### config.mk
export PLATFORM = sky130hd
export DESIGN_NAME = tc_timer
export DESIGN_NICKNAME = d
export VERILOG_FILES = /design/src/inc/tc_pkg.sv /design/src/tc_timer.sv
export VERILOG_INCLUDE_DIRS = /design/src /design/src/inc
export SDC_FILE = /design/constraint.sdc
export NUM_CORES = 1
export LEC_CHECK = 0
export BUFFER_PORTS_ARGS = -buffer_cell sky130_fd_sc_hd__buf_4
export CORE_MARGIN = 3
export CORE_UTILIZATION = 40
export DETAILED_ROUTE_END_ITERATION = 12
export PLACE_DENSITY = 0.73
export SLEW_MARGIN = 20
export SYNTH_ARGS = -nofsm -noshare
export SYNTH_HDL_FRONTEND = slang
export SYNTH_SLANG_ARGS = --single-unit
### constraint.sdc
create_clock -name clk_i -period 3 [get_ports clk_i]
set_input_delay 0.3 -clock clk_i [delete_from_list [all_inputs] [get_ports clk_i]]
set_output_delay 0.3 -clock clk_i [all_outputs]
set_load 0.02 [all_outputs]
### src/inc/tc_consts.svh
// Constants of the 16-bit timer/counter: register indices, fields, reset values, timing.
// Assumes one 20 MHz core clock and a classic Wishbone slave port with 32-bit data.
// What this block does
// - Control bit 3 enables low-power oscillator.
// - Enabled oscillator overrides port direction bits 1:0.
// - Oscillator and external counting continue during sleep.
// - Source clear counts instruction cycles; set, edges.
// - Counter counts only while on bit set.
// - Count readable, writable at 0Eh and 0Fh.
// - Count runs 0000h to FFFFh, then wraps.
// - Wrap sets sticky overflow flag bit 0.
// - Interrupt only when enable bit 0 set.
// - Special event trigger mode 1011 zeroes count.
// - Trigger reset never sets overflow flag.
// - Count write beats simultaneous trigger reset.
// - Compare value acts as counter period only in trigger mode 1011.
`ifndef TC_CONSTS_SVH
`define TC_CONSTS_SVH
`define TC_IDX_GIC      8'h0B
`define TC_IDX_FLAGS    8'h0C
`define TC_IDX_CNTL     8'h0E
`define TC_IDX_CNTH     8'h0F
`define TC_IDX_CTRL     8'h10
`define TC_IDX_IEN      8'h8C
`define TC_CTRL_MASK    8'h3F
`define TC_CTRL_RST     8'h00
`define TC_BYTE_RST     8'h00
`define TC_OVF_BIT      0
`define TC_CNT_MAX      16'hFFFF
`define TC_CNT_ZERO     16'h0000
`define TC_MODE_SPECIAL 4'hB
`define TC_CLK_HZ       20000000
`define TC_INSTR_HZ     5000000
`define TC_INSTR_CLKS   (`TC_CLK_HZ / `TC_INSTR_HZ)
`endif

### src/inc/tc_pkg.sv
// Types shared by the timer/counter design.
// Assumes the constants header is compiled alongside.
package tc_pkg;
  typedef struct packed {
    logic [1:0] unused;
    logic [1:0] input_prescale_select;
    logic       low_power_osc_enable;
    logic       external_sync_disable;
    logic       count_source_select;
    logic       counter_on;
  } tc_ctrl_s;

  typedef struct packed {
    logic [1:0] dir;
    logic [1:0] dout;
  } tc_port_s;

  typedef enum logic [1:0] {
    TC_BUS_IDLE = 2'b01,
    TC_BUS_ACK  = 2'b10
  } tc_bus_e;
endpackage

### src/tc_timer.sv
// 16-bit timer/counter with prescaler, low-power oscillator pins and overflow interrupt.
// Assumes a classic Wishbone master on the core clock and raw pins from outside.
`include "tc_consts.svh"

module tc_timer (
  // Clock and resets
  input  wire logic               clk_i,
  input  wire logic               rst_i,
  input  wire logic               other_rst_i,
  // Wishbone slave
  input  wire logic               cyc_i,
  input  wire logic               stb_i,
  input  wire logic               we_i,
  input  wire logic [9:0]         adr_i,
  input  wire logic [3:0]         sel_i,
  input  wire logic [31:0]        dat_i,
  output logic      [31:0]        dat_o,
  output logic                    ack_o,
  // Core state and compare unit
  input  wire logic               sleep_i,
  input  wire logic [3:0]         compare_unit_mode_i,
  input  wire logic [15:0]        compare_value_pair_i,
  // Shared port pins: bit 0 is the oscillator output pin, bit 1 its input pin
  input  wire tc_pkg::tc_port_s   port_i,
  input  wire logic [1:0]         pin_i,
  output logic      [1:0]         pin_o,
  output logic      [1:0]         pin_oe_o,
  // Interrupt
  output logic                    irq_o
);
  import tc_pkg::*;

  // ****************************************
  // Register state
  // ****************************************
  tc_ctrl_s   ctrl_r;
  logic [7:0] gic_r;
  logic       ovf_r;
  logic       ien_r;
  logic [15:0] cnt_r;
  logic [2:0] pre_r;
  logic [1:0] div_r;
  tc_bus_e    bus_r;
  logic [31:0] dat_r;
  logic [1:0] pin_r;
  logic       s1_r;
  logic       s2_r;
  logic       s3_r;
  logic       lvl_r;
  logic       async_r;

  // ****************************************
  // Bus decode
  // ****************************************
  wire        req      = cyc_i & stb_i;
  wire        acking   = (bus_r == TC_BUS_ACK);
  wire        wr       = req & we_i & acking & sel_i[0];
  wire [7:0]  idx      = adr_i[9:2];
  wire [7:0]  wbyte    = dat_i[7:0];
  wire        wr_gic   = wr & (idx == `TC_IDX_GIC);
  wire        wr_flags = wr & (idx == `TC_IDX_FLAGS);
  wire        wr_lo    = wr & (idx == `TC_IDX_CNTL);
  wire        wr_hi    = wr & (idx == `TC_IDX_CNTH);
  wire        wr_ctrl  = wr & (idx == `TC_IDX_CTRL);
  wire        wr_ien   = wr & (idx == `TC_IDX_IEN);
  wire        wr_cnt   = wr_lo | wr_hi;

  logic [7:0] rbyte;
  always_comb
  begin
    case (idx)
      `TC_IDX_GIC:   rbyte = gic_r;
      `TC_IDX_FLAGS: rbyte = {7'h00, ovf_r};
      `TC_IDX_CNTL:  rbyte = cnt_r[7:0];
      `TC_IDX_CNTH:  rbyte = cnt_r[15:8];
      `TC_IDX_CTRL:  rbyte = ctrl_r & `TC_CTRL_MASK;
      `TC_IDX_IEN:   rbyte = {7'h00, ien_r};
      default:       rbyte = 8'h00;
    endcase
  end

  // Every access is acknowledged one cycle after the request; unmapped ones read zero.
  always_ff @(posedge clk_i)
  begin
    if (rst_i)
    begin
      bus_r <= TC_BUS_IDLE;
      dat_r <= 32'h0000_0000;
    end
    else
    begin
      case (bus_r)
        TC_BUS_IDLE:
        begin
          if (req)
          begin
            bus_r <= TC_BUS_ACK;
            dat_r <= {24'h00_0000, rbyte};
          end
        end
        TC_BUS_ACK: bus_r <= TC_BUS_IDLE;
        default:    bus_r <= TC_BUS_IDLE;
      endcase
    end
  end

  assign ack_o = acking & req;
  assign dat_o = dat_r;

  // ****************************************
  // Control registers
  // ****************************************
  // Only power-on reset clears control; the other resets leave it alone.
  always_ff @(posedge clk_i)
  begin
    if (rst_i)
      ctrl_r <= `TC_CTRL_RST;
    else if (wr_ctrl)
      ctrl_r <= wbyte & `TC_CTRL_MASK;
  end

  always_ff @(posedge clk_i)
  begin
    if (rst_i | other_rst_i)
    begin
      gic_r <= `TC_BYTE_RST;
      ien_r <= 1'b0;
    end
    else
    begin
      if (wr_gic)
        gic_r <= wbyte;
      if (wr_ien)
        ien_r <= wbyte[`TC_OVF_BIT];
    end
  end

  // ****************************************
  // Count clock selection
  // ****************************************
  // With the oscillator on, the clock comes from its input pin instead of the plain input.
  wire raw_clk = ctrl_r.low_power_osc_enable ? pin_i[1] : pin_i[0];

  // The filtered level only follows once the last two stages agree.
  always_ff @(posedge clk_i)
  begin
    if (rst_i)
    begin
      s1_r    <= 1'b0;
      s2_r    <= 1'b0;
      s3_r    <= 1'b0;
      lvl_r   <= 1'b0;
      async_r <= 1'b0;
    end
    else
    begin
      s1_r    <= raw_clk;
      s2_r    <= s1_r;
      s3_r    <= s2_r;
      async_r <= s2_r;
      if (s2_r == s3_r)
        lvl_r <= s3_r;
    end
  end

  // Without synchronization the edge is taken one stage earlier and unfiltered,
  // so a trigger reset may race it; software avoids that mode for triggers.
  wire sync_rise  = s2_r & s3_r & ~lvl_r;
  wire async_rise = s2_r & ~async_r;
  wire ext_rise   = ctrl_r.external_sync_disable ? async_rise : sync_rise;

  // Instruction cycles stop in sleep; external edges keep counting.
  wire instr_tick = (div_r == 2'(`TC_INSTR_CLKS - 1)) & ~sleep_i;

  always_ff @(posedge clk_i)
  begin
    if (rst_i | sleep_i)
      div_r <= 2'h0;
    else
      div_r <= div_r + 2'h1;
  end

  wire src_evt = ctrl_r.counter_on
               & (ctrl_r.count_source_select ? ext_rise : instr_tick);

  // ****************************************
  // Prescaler
  // ****************************************
  logic [2:0] pre_mask;
  always_comb
  begin
    case (ctrl_r.input_prescale_select)
      2'b11:   pre_mask = 3'h7;
      2'b10:   pre_mask = 3'h3;
      2'b01:   pre_mask = 3'h1;
      default: pre_mask = 3'h0;
    endcase
  end

  wire pre_done = ((pre_r & pre_mask) == pre_mask);
  wire cnt_evt  = src_evt & pre_done;

  // A count write also restarts the prescaler so the new value gets a full period.
  always_ff @(posedge clk_i)
  begin
    if (rst_i | other_rst_i | wr_cnt)
      pre_r <= 3'h0;
    else if (src_evt)
      pre_r <= pre_done ? 3'h0 : pre_r + 3'h1;
  end

  // ****************************************
  // Counter
  // ****************************************
  wire trig     = (compare_unit_mode_i == `TC_MODE_SPECIAL)
                & (cnt_r == compare_value_pair_i);
  wire wrap     = cnt_evt & (cnt_r == `TC_CNT_MAX) & ~trig & ~wr_cnt;

  logic [15:0] cnt_nxt;
  always_comb
  begin
    cnt_nxt = cnt_r;
    if (wr_cnt)
    begin
      if (wr_lo)
        cnt_nxt[7:0] = wbyte;
      if (wr_hi)
        cnt_nxt[15:8] = wbyte;
    end
    else if (trig)
      cnt_nxt = `TC_CNT_ZERO;
    else if (cnt_evt)
      cnt_nxt = cnt_r + 16'h0001;
  end

  always_ff @(posedge clk_i)
  begin
    if (rst_i)
      cnt_r <= `TC_CNT_ZERO;
    else
      cnt_r <= cnt_nxt;
  end

  // ****************************************
  // Overflow flag and interrupt
  // ****************************************
  // A wrap in the same cycle as a one-write keeps the flag set.
  always_ff @(posedge clk_i)
  begin
    if (rst_i | other_rst_i)
      ovf_r <= 1'b0;
    else if (wrap)
      ovf_r <= 1'b1;
    else if (wr_flags & wbyte[`TC_OVF_BIT])
      ovf_r <= 1'b0;
  end

  assign irq_o = ovf_r & ien_r;

  // ****************************************
  // Oscillator pins
  // ****************************************
  // The amplifier output inverts the oscillator input; it keeps going in sleep.
  always_ff @(posedge clk_i)
  begin
    if (rst_i)
      pin_r <= 2'h0;
    else if (ctrl_r.low_power_osc_enable)
      pin_r <= {port_i.dout[1], ~s2_r};
    else
      pin_r <= port_i.dout;
  end

  assign pin_o    = pin_r;
  assign pin_oe_o = ctrl_r.low_power_osc_enable ? 2'b01 : ~port_i.dir;
endmodule

==> impl_metrics.env, run 1 <==
export IMPL_worstPathRequired_ps=3250
export IMPL_rsz0062_at_grt="no"
export IMPL_coreArea_um2=7928
export IMPL_htree_levels=2
export IMPL_crit_buf_inv=1
export IMPL_ff2ff_path_depth=8
export IMPL_design_portCount=117
export IMPL_cap_violations=0
export IMPL_grt_max_degree=42
export IMPL_power_density_nw_per_um2=354.9
export IMPL_firstDrtPassIters=5
export IMPL_cts_sinks=53
export IMPL_drv_slew=0
export IMPL_final_nets=547
export IMPL_num_vias=3144
export IMPL_final_common_cell="buf_4"
export IMPL_power_mw=1.398
export IMPL_gp_congestion=0.9001
export IMPL_setup_viol=0
export IMPL_max_slew_margin_pct=56.83
export IMPL_cts_reportedPaths_clkPinSlew_ps=100
export IMPL_cts_tree="built"
export IMPL_end_kind="register"
export IMPL_diodes=0
export IMPL_clk_latency_ps=320
export IMPL_portBuffers=63
export IMPL_synthCells=410
export IMPL_wire_per_inst_um=15.89
export IMPL_min_to="div_r[0]$_SDFF_PP0_"
export IMPL_postCtsResizedCells=0
export IMPL_fillers=786
export IMPL_rr_endpoint="cnt_r[6]$_SDFFE_PP0P_"
export IMPL_dp_cells=558
export IMPL_clockBufferDepth=2
export IMPL_seq_area_frac_synth_pct=31.51
export IMPL_hold_buffers=0
export IMPL_drc_errors=0
export IMPL_path_depth=8
export IMPL_finalNonFillerCells=566
export IMPL_viasPerCell=5.555
export IMPL_max_stage_delay_ps=410
export IMPL_worst_slew_pin_slew_ps=642.6
export IMPL_synth_async_sr_flop_share_pct=0
export IMPL_status="complete, no violations"
export IMPL_start_util_pct=42.47
export IMPL_hp_class="in2reg"
export IMPL_die_y_um=97.75
export IMPL_die_area_um2=9554
export IMPL_hold_viol=0
export IMPL_timing_final_crit_share_pct=73.61
export IMPL_worstSetupPathType="reg2reg"
export IMPL_grt_ovfl_total=0
export IMPL_numCtsBuffers=5
export IMPL_critical_path_top_delay_family="simple AND/OR/NAND/NOR gates"
export IMPL_worstPathCellList="ha_1 -> nor3b_1 -> o221ai_1 -> nor3_1 -> buf_4 -> nand2_1 -> or4_1 -> a31oi_1"
export IMPL_rr_startpoint="s2_r$_SDFF_PP0_"
export IMPL_grt_pass1_wl_um=14450
export IMPL_final_layout_size_suffix_gt1_share_pct=20.91
export IMPL_area_delta_synth_final_pct=16.95
export IMPL_antenna_found_initial=0
export IMPL_synth_edf_count=0
export IMPL_fin_crit_ps=2208
export IMPL_dp_hpwl_um=6770
export IMPL_clockRootBuffer="clkbuf_8"
export IMPL_ys_warn_count=0
export IMPL_critical_path_peak_fanout=11
export IMPL_clock_fmax_ghz=0.4529
export IMPL_synth_avg_cell_area_um2=8.212
export IMPL_slowest_stage="or4_1"
export IMPL_post_route_util_pct=49.67
export IMPL_whs_path_depth=2
export IMPL_ant_nets=0
export IMPL_leakage_nw=1.575
export IMPL_dieWidth_um=97.75
export IMPL_routed_wl_um=8995
export IMPL_grt_pass1_vias=2916
export IMPL_post_cts_buffers=0
export IMPL_fin_tns_setup_ps=0
export IMPL_ys_ff_latch=53
export IMPL_final_cell_mix="buf_4 (71), dfxtp_1 (53), nor2_1 (50), nand2_1 (32), a21oi_1 (30)"
export IMPL_hold_path_startpoint="sleep_i"
export IMPL_vdd_ir_drop_max_mv=0.2368
export IMPL_synth_area_um2=3367
export IMPL_arrival_ps=2460
export IMPL_yosys_cell_types_count=58
export IMPL_synth_flop_cell="dfxtp_1"
export IMPL_rows=32
export IMPL_worst_setup_path_start_kind="register"
export IMPL_skew_ps=8.019
export IMPL_drt_iter0_drc=149
export IMPL_track_usage_pct=18.08
export IMPL_regToRegSetupSlack_ps=790
## layout make-up
cell class / instances / area, um2 / area share, %
Tap cell: 102 / 127.6 / 3.241
Multi-Input combinational cell: 325 / 2071 / 52.59
Clock inverter: 3 / 50.05 / 1.271
Sequential cell: 53 / 1061 / 26.95
Clock buffer: 5 / 68.82 / 1.748
Inverter: 7 / 26.28 / 0.6673
Timing Repair Buffer: 71 / 533.0 / 13.54
## report_power, final
part | leakage [nW] | switching (mW) | internal, mW
Clock | 0.0603 | 0.263 | 0.256
Combinational | 1.09 | 0.0954 | 0.0701
Sequential | 0.429 | 0.00296 | 0.710
## routing by layer
| metal | track usage [%] | wire [um] |
|---|---|---|
| met5 | 0 | 0 |
| met4 | 5.325 | 114 |
| met2 | 29.78 | 4281 |
| met1 | 24.41 | 3978 |
| met3 | 3.000 | 620 |
## registers in the layout, indices dropped and copies added, names as in the netlist
signal   count
cnt_r       16
dat_o        8
gic_r        8
ctrl_r       6
pre_r        3
bus_r        2
div_r        2
pin_o        2
async_r      1
ien_r        1
lvl_r        1
ovf_r        1
s1_r         1
s2_r         1
## worst max path at each step
stage	startpoint	slack [ps]	endpoint
floorplan	adr_i[9]	1060	cnt_r[7]$_SDFFE_PP0P_
global placement	s2_r$_SDFF_PP0_	890	cnt_r[6]$_SDFFE_PP0P_
detailed placement	s2_r$_SDFF_PP0_	840	cnt_r[6]$_SDFFE_PP0P_
CTS	s2_r$_SDFF_PP0_	800	cnt_r[6]$_SDFFE_PP0P_
global route	s2_r$_SDFF_PP0_	530	cnt_r[6]$_SDFFE_PP0P_
finish	s2_r$_SDFF_PP0_	790	cnt_r[6]$_SDFFE_PP0P_
## cell usage after synthesis, types with 4 or more instances
cell	instances	area share, %
nand2b_1	4	0.74
clkbuf_1	13	1.4
xor2_1	12	3.1
nor2_1	50	5.6
dfxtp_1	53	32
mux2_2	8	2.7
buf_4	24	5.4
nand2_1	32	3.6
xnor2_1	13	3.4
nand4b_1	4	1.0
nand3_1	16	2.4
nor2b_1	5	0.93
and3_1	6	1.1
ha_1	5	1.9
a21oi_1	30	4.5
a31oi_1	5	0.93
a21o_1	5	1.1
mux2i_1	20	5.9
nor4_1	8	1.5
and2_1	7	1.3
nor3_1	7	1.0
inv_1	7	0.78
buf_2	8	1.2
nand4_1	9	1.7
a22oi_1	10	2.2
## cells by family after synthesis
group | Yosys count | share of synthesized area (%)
buffers and inverters | 55 | 9.550
and+or+nand+nor | 170 | 27.16
AOI/OAI and AO/OA | 73 | 14.68
DFF | 53 | 31.51
other | 1 | 0.1114
muxes | 28 | 8.621
xor gates and xnor gates | 25 | 6.503
adders and majority gates | 5 | 1.858
## stage by stage
stage          worst slack, ps  cell area (um2)  hold WS (ps)
3_5_place_dp             838.7             3819         420.4
2_1_floorplan             1061             3453         371.1
6_report                 791.8             3938         143.7
5_1_grt                  532.7             3938         128.9
4_1_cts                  799.9             3938         142.3
3_3_place_gp             892.6             3819         410.7
Note: power is estimated with default switching activity, not from simulation.
==> run 2: changes to the inputs <==
==> constraint.sdc (replaced) <==
create_clock -name clk_i -period 2.25 [get_ports clk_i]
set_input_delay 0.225 -clock clk_i [delete_from_list [all_inputs] [get_ports clk_i]]
set_output_delay 0.225 -clock clk_i [all_outputs]
set_load 0.02 [all_outputs]
==> run 2 against run 1 <==
Against the previous run: setup slack lost 600 ps; global-route usage grew 0.13 points; critical path depth is the same; routed wire length grew 0.37%; clock skew grew 1.3 ps; sequential power grew 33%; flip-flop and latch count is the same; worst hold slack lost 75 ps; total power grew 33%; sequential share of layout area shrank 0.34 points; fmax grew 7.5%; combinational power grew 33%; largest power group unchanged; highest routed layer unchanged.
==> impl_metrics.env, run 2 (synthesized netlist as in run 1, its figures left out) <==
export IMPL_status="complete, no violations"
export IMPL_worst_setup_path_start_kind="register"
export IMPL_rr_startpoint="s2_r$_SDFF_PP0_"
export IMPL_hp_class="in2reg"
export IMPL_whs_ps=69.06
export IMPL_slowest_stage="or4_1"
export IMPL_viasPerCell=5.459
export IMPL_power_density_nw_per_um2=465.7
export IMPL_setup_viol=0
export IMPL_dieWidth_um=97.75
export IMPL_arrival_ps=2300
export IMPL_regToRegSetupSlack_ps=200
export IMPL_max_slew_margin_pct=56.95
export IMPL_final_cell_mix="buf_4 (78), dfxtp_1 (53), nor2_1 (50), nand2_1 (32), a21oi_1 (30)"
export IMPL_portBuffers=63
export IMPL_largest_reg_flops=16
export IMPL_hold_buffers=0
export IMPL_combPwrFrac_pct=11.9
export IMPL_grt_pass1_vias=2937
export IMPL_ant_nets=0
export IMPL_drv_slew=0
export IMPL_start_util_pct=42.47
export IMPL_skew_ps=9.304
export IMPL_finalNonFillerCells=573
export IMPL_worstSetupPathType="reg2reg"
export IMPL_gp_congestion=0.8655
export IMPL_swShare_pct=25.64
export IMPL_die_area_um2=9554
export IMPL_firstDrtPassIters=5
export IMPL_grt_ovfl_total=0
export IMPL_p_int_mw=1.381
export IMPL_ff2ff_path_depth=8
export IMPL_drt_iter0_drc=216
export IMPL_post_route_util_pct=50.30
export IMPL_die_y_um=97.75
export IMPL_final_layout_size_suffix_gt1_share_pct=22.08
export IMPL_clockBufferDepth=2
export IMPL_cts_sinks=53
export IMPL_clk_latency_ps=310
export IMPL_rows=32
export IMPL_clock_fmax_ghz=0.4867
export IMPL_max_stage_delay_ps=400
export IMPL_whs_path_depth=2
export IMPL_routed_wl_um=9028
export IMPL_power_switching_mw=0.4761
export IMPL_cts_reportedPaths_clkPinSlew_ps=110
export IMPL_final_common_cell="buf_4"
export IMPL_wire_per_inst_um=15.76
export IMPL_drc_errors=0
export IMPL_area_delta_synth_final_pct=18.43
export IMPL_antenna_found_initial=0
export IMPL_worst_slew_pin_slew_ps=640.8
export IMPL_worstPathCellList="ha_1 -> nor3b_1 -> o221ai_1 -> nor3_1 -> buf_4 -> nand2_1 -> or4_1 -> a31oi_1"
export IMPL_dp_hpwl_um=6866
export IMPL_rsz0062_at_grt="no"
export IMPL_dp_cells=565
export IMPL_cap_violations=0
export IMPL_fin_crit_ps=2055
export IMPL_worstPathRequired_ps=2490
export IMPL_p_clk_share_pct=36.9
export IMPL_fin_tns_setup_ps=0
export IMPL_leakage_nw=1.610
export IMPL_vdd_ir_drop_max_mv=0.3096
export IMPL_post_cts_buffers=0
export IMPL_htree_levels=2
export IMPL_hold_path_startpoint="sleep_i"
export IMPL_seqPwrFrac_pct=51.2
export IMPL_hold_viol=0
export IMPL_numCtsBuffers=5
export IMPL_timing_final_crit_share_pct=91.33
export IMPL_coreArea_um2=7928
export IMPL_largest_register="cnt_r"
export IMPL_critical_path_peak_fanout=12
export IMPL_design_portCount=117
export IMPL_track_usage_pct=18.22
export IMPL_num_vias=3128
export IMPL_end_kind="register"
export IMPL_grt_max_degree=42
export IMPL_diodes=0
export IMPL_cts_tree="built"
export IMPL_clockRootBuffer="clkbuf_8"
export IMPL_min_to="div_r[0]$_SDFF_PP0_"
export IMPL_postCtsResizedCells=0
export IMPL_final_nets=554
export IMPL_grt_pass1_wl_um=14430
export IMPL_rr_endpoint="cnt_r[6]$_SDFFE_PP0P_"
==> run 2: cell count changes in the layout (fill, tap and decap cells not counted), sizes merged <==
cell    delta
buf        +7
inv        +1
clkinv     -1
==> run 2: metrics by stage <==
step / cell area (um2) / power (mW) / worst slack, ps
after floorplan: 3453 / 1.121 / 349.4
after global placement: 3871 / 1.187 / 230.0
after detailed placement: 3871 / 1.192 / 201.8
after CTS: 3988 / 1.865 / 168.5
after global routing: 3988 / 1.927 / 4.592
final: 3988 / 1.857 / 195.2
==> run 2: cell type report <==
class	instances	area, um2
Tap cell	102	127.6
Clock inverter	3	47.55
Multi-Input combinational cell	325	2071
Fill cell	783	3940
Clock buffer	5	68.82
Sequential cell	53	1061
Inverter	7	26.28
Timing Repair Buffer	78	585.6
==> run 2: per-layer routing <==
metal	GRT usage, %	vias up	share of wire, %
met5	0	-	0
met1	24.72	1434	45
met3	3.357	16	7.6
met4	5.325	0	1.8
met2	29.63	154	46
li1	-	1524	-
==> run 2: critical path: cells and delay by family, from the launching register on <==
kind                       cells  cell delay [ps]
AOI/OAI and AO/OA              2              370
and+or+nand+nor                4              870
adders and majority gates      1              150
buffers and inverters          1              220
DFF                            1              380
==> run 2: worst max path at each step <==
| stage | start | end | slack [ps] | depth (start not counted) |
|---|---|---|---|---|
| finish | s2_r$_SDFF_PP0_ | cnt_r[6]$_SDFFE_PP0P_ | 200 | 8 |
| global route | s2_r$_SDFF_PP0_ | cnt_r[7]$_SDFFE_PP0P_ | 5 | 8 |
| CTS | s2_r$_SDFF_PP0_ | cnt_r[6]$_SDFFE_PP0P_ | 170 | 8 |
| detailed placement | s2_r$_SDFF_PP0_ | cnt_r[6]$_SDFFE_PP0P_ | 200 | 8 |
| global placement | s2_r$_SDFF_PP0_ | cnt_r[6]$_SDFFE_PP0P_ | 230 | 8 |
| floorplan | s2_r$_SDFF_PP0_ | cnt_r[12]$_SDFFE_PP0P_ | 350 | 8 |
==> run 2: power by group through the flow <==
stage / Sequential (mW) / Clock [mW] / Combinational, mW
finish: 0.950 / 0.686 / 0.221
global route: 0.952 / 0.737 / 0.238
CTS: 0.950 / 0.694 / 0.221
detailed placement: 0.972 / 0 / 0.220
global placement: 0.971 / 0 / 0.216
floorplan: 0.975 / 0 / 0.146
